$ cat src/rtl/clock_startup_pkg.sv
package clock_startup_pkg;

    // counter width, wide enough for the longest count
    localparam int CNT_W = 17;

    // register byte offsets
    localparam logic [7:0] CTRL_OFFSET = 8'h00;
    localparam logic [7:0] STATUS_OFFSET = 8'h04;
    localparam logic [7:0] CONFIG_OFFSET = 8'h08;
    localparam logic [7:0] COUNT_OFFSET = 8'h0c;

    // control register fields
    localparam int CTRL_MODE_LSB = 0;
    localparam int CTRL_GO_BIT = 3;
    localparam logic [2:0] CTRL_MODE_RESET = 3'h0;

    // status register fields
    localparam int STATUS_STATE_LSB = 0;
    localparam int STATUS_ERR_BIT = 3;
    localparam int STATUS_BUSY_BIT = 4;
    localparam int STATUS_DOMAIN_LSB = 5;

    // config register fields
    localparam int CONFIG_CKSEL_LSB = 0;
    localparam int CONFIG_SUT_LSB = 4;
    localparam int CONFIG_DIV8_BIT = 6;
    localparam int CONFIG_SRC_LSB = 7;
    localparam int CONFIG_AMP_LSB = 10;

    // source select codes
    localparam logic [3:0] CODE_EXT_CLK = 4'h0;
    localparam logic [3:0] CODE_RC_OSC = 4'h2;
    localparam logic [3:0] CODE_LF_SHORT = 4'h6;
    localparam logic [3:0] CODE_LF_LONG = 4'h7;

    // cycle counts
    localparam logic [CNT_W-1:0] CK_6 = 17'h00006;
    localparam logic [CNT_W-1:0] CK_14 = 17'h0000e;
    localparam logic [CNT_W-1:0] CK_258 = 17'h00102;
    localparam logic [CNT_W-1:0] CK_1K = 17'h00400;
    localparam logic [CNT_W-1:0] WDT_4K = 17'h01000;
    localparam logic [CNT_W-1:0] CK_NONE = 17'h00000;
    localparam logic [CNT_W-1:0] SETTLE_CYCLES = 17'h00003;

    // shipped fuse setting: rc oscillator, start-up 10, divide-by-8 programmed
    localparam logic [6:0] FUSE_DEFAULT = 7'h14;
    localparam logic [3:0] WAKE_SYNC_RESET = 4'h0;

    typedef enum logic [2:0] {
        SRC_NONE = 3'h0,
        SRC_XTAL = 3'h1,
        SRC_LF_XTAL = 3'h2,
        SRC_RC = 3'h3,
        SRC_EXT = 3'h4
    } source_t;

    typedef enum logic [2:0] {
        MODE_IDLE = 3'h0,
        MODE_ADC_NR = 3'h1,
        MODE_PDOWN = 3'h2,
        MODE_PSAVE = 3'h3,
        MODE_STANDBY = 3'h6
    } sleep_mode_t;

    typedef enum logic [2:0] {
        ST_LOAD = 3'b000,
        ST_RESET_CK = 3'b001,
        ST_RESET_WDT = 3'b011,
        ST_RUN = 3'b010,
        ST_SLEEP = 3'b110,
        ST_WAKE = 3'b111,
        ST_ERR = 3'b100
    } state_t;

    typedef struct packed {
        logic core;
        logic flash;
        logic io;
        logic async_tmr;
        logic adc;
    } domain_en_t;

    typedef struct packed {
        logic [3:0] cksel;
        logic [1:0] sut;
        logic div8;
    } fuse_t;

    typedef struct packed {
        source_t src;
        logic [2:0] amp_mode;
        logic [CNT_W-1:0] wake_cycles;
        logic [CNT_W-1:0] wdt_cycles;
        logic bad;
    } cfg_t;

endpackage

$ cat src/rtl/clock_source_startup_control.sv
`timescale 1ns/100ps
// Behaviour
// RULE1: decode source fuses into crystal, lf, rc, external
// RULE2: fuse bit one unprogrammed, zero programmed
// RULE3: wake from deep sleep counts source cycles
// RULE4: reset adds 4096 or 65536 watchdog cycles
// RULE5: default fuses: rc, start-up 10, divide-by-8
// RULE6: crystal amplifier mode from upper three bits
// RULE7: crystal lowest bit plus start-up bits pick delays
// RULE8: lf crystal reset delay from start-up bits
// RULE9: lf crystal wake count 1K or 32K
// RULE10: sleep modes gate unused module clocks
// RULE11: core clock domain gates all core work
// RULE12: io domain; async interrupts wake while stopped
// RULE13: serial start detect works in every sleep
// RULE14: flash domain follows core clock
// RULE15: async timer domain runs while device sleeps; code stops it in power-down and standby
// RULE16: adc domain stays on during noise reduction
// RULE17: selected source routed into clock generator
// RULE18: rc or external: 6 cycle wake, reset delays
// RULE19: core gated until counts done; reserved codes fault
module clock_source_startup_control #(
    parameter int WDT_LONG_CYCLES = 65536,
    parameter int XTAL_LONG_WAKE = 16384,
    parameter int LF_LONG_WAKE = 32768
) (
    // clock and reset
    input wire logic mclk_i,
    input wire logic resetn_i,
    // wishbone slave
    input wire logic wb_cyc_i,
    input wire logic wb_stb_i,
    input wire logic wb_we_i,
    input wire logic [7:0] wb_adr_i,
    input wire logic [3:0] wb_sel_i,
    input wire logic [31:0] wb_dat_i,
    output logic [31:0] wb_dat_o,
    output logic wb_ack_o,
    // configuration fuses
    input wire logic [3:0] clock_source_select_fuses_i,
    input wire logic [1:0] startup_time_select_fuses_i,
    input wire logic initial_divide_by_eight_fuse_i,
    // oscillator ticks
    input wire logic source_clk_i,
    input wire logic watchdog_osc_clk_i,
    // asynchronous wake detectors
    input wire logic ext_int_async_i,
    input wire logic usi_start_async_i,
    // clock generator control
    output clock_startup_pkg::domain_en_t domain_en_o,
    output clock_startup_pkg::source_t source_sel_o,
    output logic [2:0] crystal_amplifier_mode_bits_o,
    output logic divide_by_eight_o,
    output logic startup_busy_o,
    output logic config_error_o
);

    localparam logic [clock_startup_pkg::CNT_W-1:0] WDT_64K =
        clock_startup_pkg::CNT_W'(WDT_LONG_CYCLES);
    localparam logic [clock_startup_pkg::CNT_W-1:0] CK_16K =
        clock_startup_pkg::CNT_W'(XTAL_LONG_WAKE);
    localparam logic [clock_startup_pkg::CNT_W-1:0] CK_32K =
        clock_startup_pkg::CNT_W'(LF_LONG_WAKE);

    // reset delay shared by rc, external and lf crystal
    function automatic logic [clock_startup_pkg::CNT_W-1:0] sut_delay(input logic [1:0] sut);
        case (sut)
            2'h0: sut_delay = clock_startup_pkg::CK_NONE;
            2'h1: sut_delay = clock_startup_pkg::WDT_4K;
            default: sut_delay = WDT_64K;
        endcase
    endfunction

    function automatic clock_startup_pkg::cfg_t decode_cfg(input clock_startup_pkg::fuse_t f);
        clock_startup_pkg::cfg_t c;
        c = '0;
        c.src = clock_startup_pkg::SRC_NONE;
        c.amp_mode = 3'h0;
        c.bad = 1'b0;
        if (f.cksel[3]) begin // see RULE1
            c.src = clock_startup_pkg::SRC_XTAL;
            c.amp_mode = f.cksel[3:1]; // see RULE6
            case ({f.cksel[0], f.sut}) // see RULE7
                3'h0: begin
                    c.wake_cycles = clock_startup_pkg::CK_258;
                    c.wdt_cycles = clock_startup_pkg::WDT_4K;
                end
                3'h1: begin
                    c.wake_cycles = clock_startup_pkg::CK_258;
                    c.wdt_cycles = WDT_64K;
                end
                3'h2: begin
                    c.wake_cycles = clock_startup_pkg::CK_1K;
                    c.wdt_cycles = clock_startup_pkg::CK_NONE;
                end
                3'h3: begin
                    c.wake_cycles = clock_startup_pkg::CK_1K;
                    c.wdt_cycles = clock_startup_pkg::WDT_4K;
                end
                3'h4: begin
                    c.wake_cycles = clock_startup_pkg::CK_1K;
                    c.wdt_cycles = WDT_64K;
                end
                3'h5: begin
                    c.wake_cycles = CK_16K;
                    c.wdt_cycles = clock_startup_pkg::CK_NONE;
                end
                3'h6: begin
                    c.wake_cycles = CK_16K;
                    c.wdt_cycles = clock_startup_pkg::WDT_4K;
                end
                default: begin
                    c.wake_cycles = CK_16K;
                    c.wdt_cycles = WDT_64K;
                end
            endcase
        end else begin
            case (f.cksel)
                clock_startup_pkg::CODE_LF_SHORT, clock_startup_pkg::CODE_LF_LONG: begin
                    c.src = clock_startup_pkg::SRC_LF_XTAL; // see RULE1
                    c.wake_cycles = f.cksel[0] ? CK_32K : clock_startup_pkg::CK_1K; // see RULE9
                    c.wdt_cycles = sut_delay(f.sut); // see RULE8
                end
                clock_startup_pkg::CODE_RC_OSC: begin
                    c.src = clock_startup_pkg::SRC_RC; // see RULE1
                    c.wake_cycles = clock_startup_pkg::CK_6; // see RULE18
                    c.wdt_cycles = sut_delay(f.sut);
                end
                clock_startup_pkg::CODE_EXT_CLK: begin
                    c.src = clock_startup_pkg::SRC_EXT; // see RULE1
                    c.wake_cycles = clock_startup_pkg::CK_6; // see RULE18
                    c.wdt_cycles = sut_delay(f.sut);
                end
                default: c.bad = 1'b1; // see RULE19
            endcase
            if (f.sut == 2'h3) begin
                c.bad = 1'b1; // see RULE19
            end
        end
        decode_cfg = c;
    endfunction

    // module clock domains for each state and sleep mode
    function automatic clock_startup_pkg::domain_en_t domains(
        input clock_startup_pkg::state_t st,
        input logic [2:0] mode
    );
        clock_startup_pkg::domain_en_t d;
        d = '0;
        if (st == clock_startup_pkg::ST_RUN) begin
            d = '1;
        end else if (st == clock_startup_pkg::ST_SLEEP || st == clock_startup_pkg::ST_WAKE) begin
            case (mode) // see RULE10
                clock_startup_pkg::MODE_ADC_NR: begin
                    d.adc = 1'b1; // see RULE16
                    d.async_tmr = 1'b1;
                end
                clock_startup_pkg::MODE_PDOWN, clock_startup_pkg::MODE_STANDBY: d = '0;
                clock_startup_pkg::MODE_PSAVE: d.async_tmr = 1'b1; // see RULE15
                default: begin
                    d.io = 1'b1;
                    d.adc = 1'b1;
                    d.async_tmr = 1'b1;
                end
            endcase
        end
        d.flash = d.core; // see RULE14
        domains = d;
    endfunction

    // pin synchronisers: fuses, then the two oscillators and the two wake detectors
    logic [6:0] fuse_sync1_reg;
    logic [6:0] fuse_sync2_reg;
    logic [3:0] osc_sync1_reg;
    logic [3:0] osc_sync2_reg;
    logic [1:0] osc_prev_reg;
    logic src_edge;
    logic wdt_edge;
    logic wake_event;

    always_ff @(posedge mclk_i) begin
        if (!resetn_i) begin
            fuse_sync1_reg <= clock_startup_pkg::FUSE_DEFAULT; // see RULE5
            fuse_sync2_reg <= clock_startup_pkg::FUSE_DEFAULT;
        end else begin
            // raw levels kept: a zero is a programmed fuse
            fuse_sync1_reg <= {clock_source_select_fuses_i, startup_time_select_fuses_i,
                               initial_divide_by_eight_fuse_i}; // see RULE2
            fuse_sync2_reg <= fuse_sync1_reg;
        end
    end

    always_ff @(posedge mclk_i) begin
        if (!resetn_i) begin
            osc_sync1_reg <= clock_startup_pkg::WAKE_SYNC_RESET;
            osc_sync2_reg <= clock_startup_pkg::WAKE_SYNC_RESET;
            osc_prev_reg <= 2'h0;
        end else begin
            osc_sync1_reg <= {usi_start_async_i, ext_int_async_i,
                              watchdog_osc_clk_i, source_clk_i};
            osc_sync2_reg <= osc_sync1_reg;
            osc_prev_reg <= osc_sync2_reg[1:0];
        end
    end

    assign src_edge = osc_sync2_reg[0] & ~osc_prev_reg[0];
    assign wdt_edge = osc_sync2_reg[1] & ~osc_prev_reg[1];
    assign wake_event = osc_sync2_reg[2] | osc_sync2_reg[3]; // see RULE12 see RULE13

    // state and counters
    clock_startup_pkg::state_t state_reg;
    clock_startup_pkg::state_t state_next;
    logic [clock_startup_pkg::CNT_W-1:0] cnt_reg;
    logic [clock_startup_pkg::CNT_W-1:0] cnt_next;
    clock_startup_pkg::fuse_t fuse_reg;
    clock_startup_pkg::cfg_t cfg_reg;
    clock_startup_pkg::cfg_t cfg_live;
    logic [2:0] mode_reg;
    logic go_reg;

    assign cfg_live = decode_cfg(fuse_sync2_reg);

    always_comb begin
        state_next = state_reg;
        case (state_reg)
            clock_startup_pkg::ST_LOAD: begin
                if (cnt_reg == clock_startup_pkg::SETTLE_CYCLES - 17'h00001) begin
                    state_next = cfg_live.bad ? clock_startup_pkg::ST_ERR :
                        clock_startup_pkg::ST_RESET_CK; // see RULE19
                end
            end
            clock_startup_pkg::ST_RESET_CK: begin
                if (src_edge && cnt_reg == clock_startup_pkg::CK_14 - 17'h00001) begin
                    state_next = (cfg_reg.wdt_cycles == clock_startup_pkg::CK_NONE) ?
                        clock_startup_pkg::ST_RUN : clock_startup_pkg::ST_RESET_WDT;
                end
            end
            clock_startup_pkg::ST_RESET_WDT: begin
                if (wdt_edge && cnt_reg == cfg_reg.wdt_cycles - 17'h00001) begin
                    state_next = clock_startup_pkg::ST_RUN; // see RULE4 see RULE19
                end
            end
            clock_startup_pkg::ST_RUN: begin
                if (go_reg) begin
                    state_next = clock_startup_pkg::ST_SLEEP;
                end
            end
            clock_startup_pkg::ST_SLEEP: begin
                if (wake_event) begin
                    state_next = (mode_reg == clock_startup_pkg::MODE_PDOWN ||
                                  mode_reg == clock_startup_pkg::MODE_PSAVE) ?
                        clock_startup_pkg::ST_WAKE : clock_startup_pkg::ST_RUN;
                end
            end
            clock_startup_pkg::ST_WAKE: begin
                if (src_edge && cnt_reg == cfg_reg.wake_cycles - 17'h00001) begin
                    state_next = clock_startup_pkg::ST_RUN; // see RULE3
                end
            end
            clock_startup_pkg::ST_ERR: state_next = clock_startup_pkg::ST_ERR;
            default: state_next = clock_startup_pkg::ST_LOAD;
        endcase
    end

    always_comb begin
        cnt_next = cnt_reg;
        if (state_next != state_reg) begin
            cnt_next = '0;
        end else if (state_reg == clock_startup_pkg::ST_LOAD) begin
            cnt_next = cnt_reg + 17'h00001;
        end else if ((state_reg == clock_startup_pkg::ST_RESET_CK ||
                      state_reg == clock_startup_pkg::ST_WAKE) && src_edge) begin
            cnt_next = cnt_reg + 17'h00001; // see RULE3
        end else if (state_reg == clock_startup_pkg::ST_RESET_WDT && wdt_edge) begin
            cnt_next = cnt_reg + 17'h00001; // see RULE4
        end
    end

    always_ff @(posedge mclk_i) begin
        if (!resetn_i) begin
            state_reg <= clock_startup_pkg::ST_LOAD;
            cnt_reg <= '0;
        end else begin
            state_reg <= state_next;
            cnt_reg <= cnt_next;
        end
    end

    // configuration captured once the fuse levels have settled
    always_ff @(posedge mclk_i) begin
        if (!resetn_i) begin
            fuse_reg <= clock_startup_pkg::FUSE_DEFAULT;
            cfg_reg <= '0;
        end else if (state_reg == clock_startup_pkg::ST_LOAD &&
                     state_next != clock_startup_pkg::ST_LOAD) begin
            fuse_reg <= fuse_sync2_reg;
            cfg_reg <= cfg_live;
        end
    end

    // clock generator outputs
    always_ff @(posedge mclk_i) begin
        if (!resetn_i) begin
            domain_en_o <= '0;
            source_sel_o <= clock_startup_pkg::SRC_NONE;
            crystal_amplifier_mode_bits_o <= 3'h0;
            divide_by_eight_o <= 1'b1;
            startup_busy_o <= 1'b1;
            config_error_o <= 1'b0;
        end else begin
            domain_en_o <= domains(state_next, mode_reg); // see RULE11 see RULE19
            source_sel_o <= cfg_reg.src; // see RULE17
            crystal_amplifier_mode_bits_o <= cfg_reg.amp_mode;
            divide_by_eight_o <= ~fuse_reg.div8; // see RULE5
            startup_busy_o <= state_next != clock_startup_pkg::ST_RUN &&
                              state_next != clock_startup_pkg::ST_SLEEP;
            config_error_o <= state_next == clock_startup_pkg::ST_ERR;
        end
    end

    // wishbone slave
    logic take;
    logic wr;
    logic [31:0] rd_data;

    assign take = wb_cyc_i & wb_stb_i & ~wb_ack_o;
    assign wr = take & wb_we_i & wb_sel_i[0] & (wb_adr_i == clock_startup_pkg::CTRL_OFFSET);

    always_ff @(posedge mclk_i) begin
        if (!resetn_i) begin
            mode_reg <= clock_startup_pkg::CTRL_MODE_RESET;
            go_reg <= 1'b0;
        end else begin
            if (wr) begin
                mode_reg <= wb_dat_i[clock_startup_pkg::CTRL_MODE_LSB +: 3];
            end
            go_reg <= wr & wb_dat_i[clock_startup_pkg::CTRL_GO_BIT] &
                      (state_reg == clock_startup_pkg::ST_RUN);
        end
    end

    always_comb begin
        rd_data = 32'h00000000;
        case (wb_adr_i)
            clock_startup_pkg::CTRL_OFFSET: begin
                rd_data[clock_startup_pkg::CTRL_MODE_LSB +: 3] = mode_reg;
            end
            clock_startup_pkg::STATUS_OFFSET: begin
                rd_data[clock_startup_pkg::STATUS_STATE_LSB +: 3] = state_reg;
                rd_data[clock_startup_pkg::STATUS_ERR_BIT] = config_error_o;
                rd_data[clock_startup_pkg::STATUS_BUSY_BIT] = startup_busy_o;
                rd_data[clock_startup_pkg::STATUS_DOMAIN_LSB +: 5] = domain_en_o;
            end
            clock_startup_pkg::CONFIG_OFFSET: begin
                rd_data[clock_startup_pkg::CONFIG_CKSEL_LSB +: 4] = fuse_reg.cksel;
                rd_data[clock_startup_pkg::CONFIG_SUT_LSB +: 2] = fuse_reg.sut;
                rd_data[clock_startup_pkg::CONFIG_DIV8_BIT] = fuse_reg.div8;
                rd_data[clock_startup_pkg::CONFIG_SRC_LSB +: 3] = cfg_reg.src;
                rd_data[clock_startup_pkg::CONFIG_AMP_LSB +: 3] = cfg_reg.amp_mode;
            end
            clock_startup_pkg::COUNT_OFFSET: begin
                rd_data[clock_startup_pkg::CNT_W-1:0] = cnt_reg;
            end
            default: rd_data = 32'h00000000;
        endcase
    end

    always_ff @(posedge mclk_i) begin
        if (!resetn_i) begin
            wb_ack_o <= 1'b0;
            wb_dat_o <= 32'h00000000;
        end else begin
            wb_ack_o <= take;
            wb_dat_o <= take ? rd_data : 32'h00000000;
        end
    end

endmodule

$ cat config.mk
export PLATFORM = sky130hd
export DESIGN_NAME = clock_source_startup_control
export DESIGN_NICKNAME = d
export VERILOG_FILES = /design/src/rtl/clock_startup_pkg.sv /design/src/rtl/clock_source_startup_control.sv
export SDC_FILE = /design/constraint.sdc
export NUM_CORES = 1
export LEC_CHECK = 0
export BUFFER_PORTS_ARGS = -buffer_cell sky130_fd_sc_hd__buf_2
export CAP_MARGIN = 20
export CORE_MARGIN = 10
export CORE_UTILIZATION = 48
export DETAILED_ROUTE_END_ITERATION = 6
export GPL_TIMING_DRIVEN = 1
export PLACE_DENSITY = 0.84
export SLEW_MARGIN = 20
export SYNTH_ARGS = -nofsm -noshare
export SYNTH_HDL_FRONTEND = slang
export SYNTH_SLANG_ARGS = --single-unit
$ cat constraint.sdc
create_clock -name mclk_i -period 2.6 [get_ports mclk_i]
set_clock_uncertainty 0.1 [all_clocks]
set_input_delay 0.52 -clock mclk_i [delete_from_list [all_inputs] [get_ports mclk_i]]
set_output_delay 0.52 -clock mclk_i [all_outputs]
set_load 0.05 [all_outputs]
==> impl_metrics.ini <==
[status]
status = complete, but fails checks
violations = negative setup slack

[worst_setup_path]
required_ns = 2.76
r2r-end = domain_en_o[3]$_SDFF_PN0_
arrival_ns = 2.78
crit_fanout = 5
reg2reg_from = cnt_reg[12]$_SDFFE_PP0P_
cp-end-kind = flip-flop
rrSetupSlack_ns = -0.02
path_class = flip-flop to flip-flop
worst_r2r_path_depth = 8
cp-start-kind = flip-flop

[flow_run]
maxCapViolations = 0

[clocking]
cts_hold_buf = 0
clock-root-buffer = clkbuf_8
cts_num_sinks = 99
cts-buffers-inserted = 9
cts.clk_slew.worst_paths_ns = 0.09
cts_tree = built
max-clock-path-buffers = 2
clk_latency_ns = 0.36
cts_htree_levels = 3

[timing]
fin_setup_tns_ns = -0.02290
fmax_mhz = 382.1
maxSlewViolCount = 0
slew_headroom = 0.5848
grt_setup_unrepaired = true
hold_viol = 0
setup_slack_ns = -0.01734
tightest_slew_ns = 0.6162
finalSetupViolCount = 3
min_period_ns = 2.617
period_share = 1.007

[pwr]
p_clk_frac = 0.267
power_density_nw_per_um2 = 685.7
switching_share = 0.3202
p_comb_frac = 0.281
peakVddDrop_mv = 0.3693
p_int_uw = 2546
power.share.sequential = 0.452
p_sw_uw = 1199
leakage_uw = 0.002353

[synthesis]
yosys_warnings = 0
synthesis.area_um2 = 4529
synthDistinctLibCells = 59
synth.top_cell.area_share = 0.4376
synth_seq_cells = 99
synth_common_cells = 99 x dfxtp_1, 39 x nand2_1, 33 x and2_1
seq_area_frac_synth = 0.4376
ys.flop_type = dfxtp_1
synth_top_area_cell = dfxtp_1
yosys-top-cells-area = dfxtp_1 44%, and2_1 4.6%, nand2_1 3.2%, xnor2_1 3.1%, buf_4 3.0%
syn_avg_cell_area_um2 = 9.301
ys_async_sr_fraction = 0
synth_edf_count = 0
netlist_instances = 487
synthMostInstantiatedCell = dfxtp_1

[layout]
fin_util = 0.5939
n_antenna_cell = 0
fillers = 758
areaGrowthSynthToFinish_pct = 20.58
fin_cells = 674
nNetsFinal = 625
drive_above_1_share = 0.2718
design_area_um2 = 5461

[die]
coreArea_um2 = 9196
die-area_um2 = 13720
die_w_um = 117.1
start_util = 0.4925
rows = 35
num_io_pins = 107
chipHeight_um = 117.1

[global_route]
grt_start_max_net_pins = 27
grt_pass1_wl_um = 18170
antenna_found_initial = 0
grt_usage = 0.1684
grt_overflow = 0
grt_pass1_vias = 3656

[placed_design]
dpl_cell_area_um2 = 5009
gp_congestion = 0.9286
dp_cells = 655
io_buffer_count = 60
dpl.hpwl_um = 8167
dp_slack_ns = -0.03604

[hold_path]
holdPathEnd = fuse_sync1_reg[4]$_SDFF_PN1_
hold_depth = 2
hold_class = input port to flip-flop
worstHoldStart = clock_source_select_fuses_i[1]

[drt]
drc = 0
wl_per_cell_um = 17.31
drtIter0Drc = 306
firstDrtPassIters = 4
num_vias = 3851
wl_um = 11670
ant_nets = 0
via_per_inst = 5.714
==> cell type report <==
type,instances,area [um^2],share of cell area
Clock inverter,5,60.06,0.01100
Inverter,15,56.30,0.01031
Sequential cell,99,1984,0.3633
Timing Repair Buffer,95,636.9,0.1166
Multi-Input combinational cell,338,2444,0.4474
Clock buffer,11,141.4,0.02589
Tap cell,111,138.9,0.02543
==> critical path, cell delays in order, from the launching register on <==
cell and delay, ns:
dfxtp_1 0.32, nor4_1 0.46, buf_4 0.21, nand4b_1 0.13
a2111oi_1 0.49, buf_4 0.20, o31a_1 0.19, o21bai_4 0.19
and4b_1 0.23
==> through the flow <==
step / power (uW) / hold slack, ns
floorplan: 2365 / 0.2717
detailed placement: 2615 / 0.2958
finish: 3745 / 0.2283
global route: 3916 / 0.2451
global placement: 2576 / 0.2909
CTS: 3652 / 0.2169
==> how the worst max path moves through the flow <==
stage	end	from	depth (start not counted)	slack [ns]
floorplan	cnt_reg[16]$_SDFFE_PP0P_	cfg_reg[19]$_SDFFE_PN0P_	11	0.10
detailed placement	cnt_reg[1]$_SDFFE_PP0P_	cfg_reg[20]$_SDFFE_PN0P_	11	-0.04
CTS	domain_en_o[0]$_SDFF_PN0_	cfg_reg[19]$_SDFFE_PN0P_	11	-0.01
finish	domain_en_o[3]$_SDFF_PN0_	cnt_reg[12]$_SDFFE_PP0P_	8	-0.02
global route	cnt_reg[13]$_SDFFE_PP0P_	cfg_reg[19]$_SDFFE_PN0P_	11	-0.08
global placement	domain_en_o[3]$_SDFF_PN0_	cnt_reg[8]$_SDFFE_PP0P_	7	-0.03
==> layer usage <==
metal  global-route usage  vias to the layer above  share of wire
li1                     -                     1826              -
met1               0.2053                     1782           0.41
met2               0.2687                      202           0.46
met3              0.04842                       41           0.10
met4              0.07825                        0          0.035
met5                    0                        -              0
==> logic make-up after synthesis <==
| group | synth area share |
|---|---|
| xor gates and xnor gates | 0.05221 |
| and+or+nand+nor | 0.2580 |
| DFF | 0.4376 |
| adders and majority gates | 0.01934 |
| muxes | 0.04779 |
| other | 0.0008279 |
| buffers and inverters | 0.07458 |
| AOI/OAI and AO/OA | 0.1097 |
==> layout by cell type (no fill, tap or decap), drive strengths merged, types with 3 or more instances in the layout <==
| master | count |
|---|---|
| nand4b | 4 |
| and4b | 4 |
| nor2b | 3 |
| nand3b | 3 |
| and4 | 3 |
| o2111ai | 4 |
| clkbuf | 12 |
| conb | 15 |
| nand3 | 11 |
| nand2b | 6 |
| a21o | 4 |
| nor3 | 13 |
| nor2 | 31 |
| nor4 | 8 |
| nand2 | 39 |
| a211oi | 6 |
| ha | 7 |
| o211ai | 6 |
| o21ai | 7 |
| mux4 | 3 |
| xnor2 | 16 |
| nand4 | 8 |
| inv | 16 |
| mux2i | 7 |
| xor2 | 11 |
| and2 | 33 |
| a21oi | 20 |
| a22oi | 9 |
| nor4b | 10 |
| dfxtp | 99 |
| buf | 94 |
| a311oi | 3 |
| or4 | 4 |
| and3 | 14 |
| mux2 | 7 |
==> timing repair <==
item,CTS,global route
buffers inserted,2,0
cloned,1,1
endpoints found under the setup margin,21,22
resized for setup,13,21
pin swaps,3,13
==> power groups by stage <==
| stage | clock network, uW | registers (uW) | logic [uW] |
|---|---|---|---|
| 5_1_grt | 1070 | 1700 | 1140 |
| 3_5_place_dp | 0 | 1720 | 894 |
| 2_1_floorplan | 0 | 1720 | 648 |
| 6_report | 1000 | 1690 | 1050 |
| 3_3_place_gp | 0 | 1720 | 860 |
| 4_1_cts | 1010 | 1690 | 950 |
No activity file was read; power rests on OpenSTA's default activity.
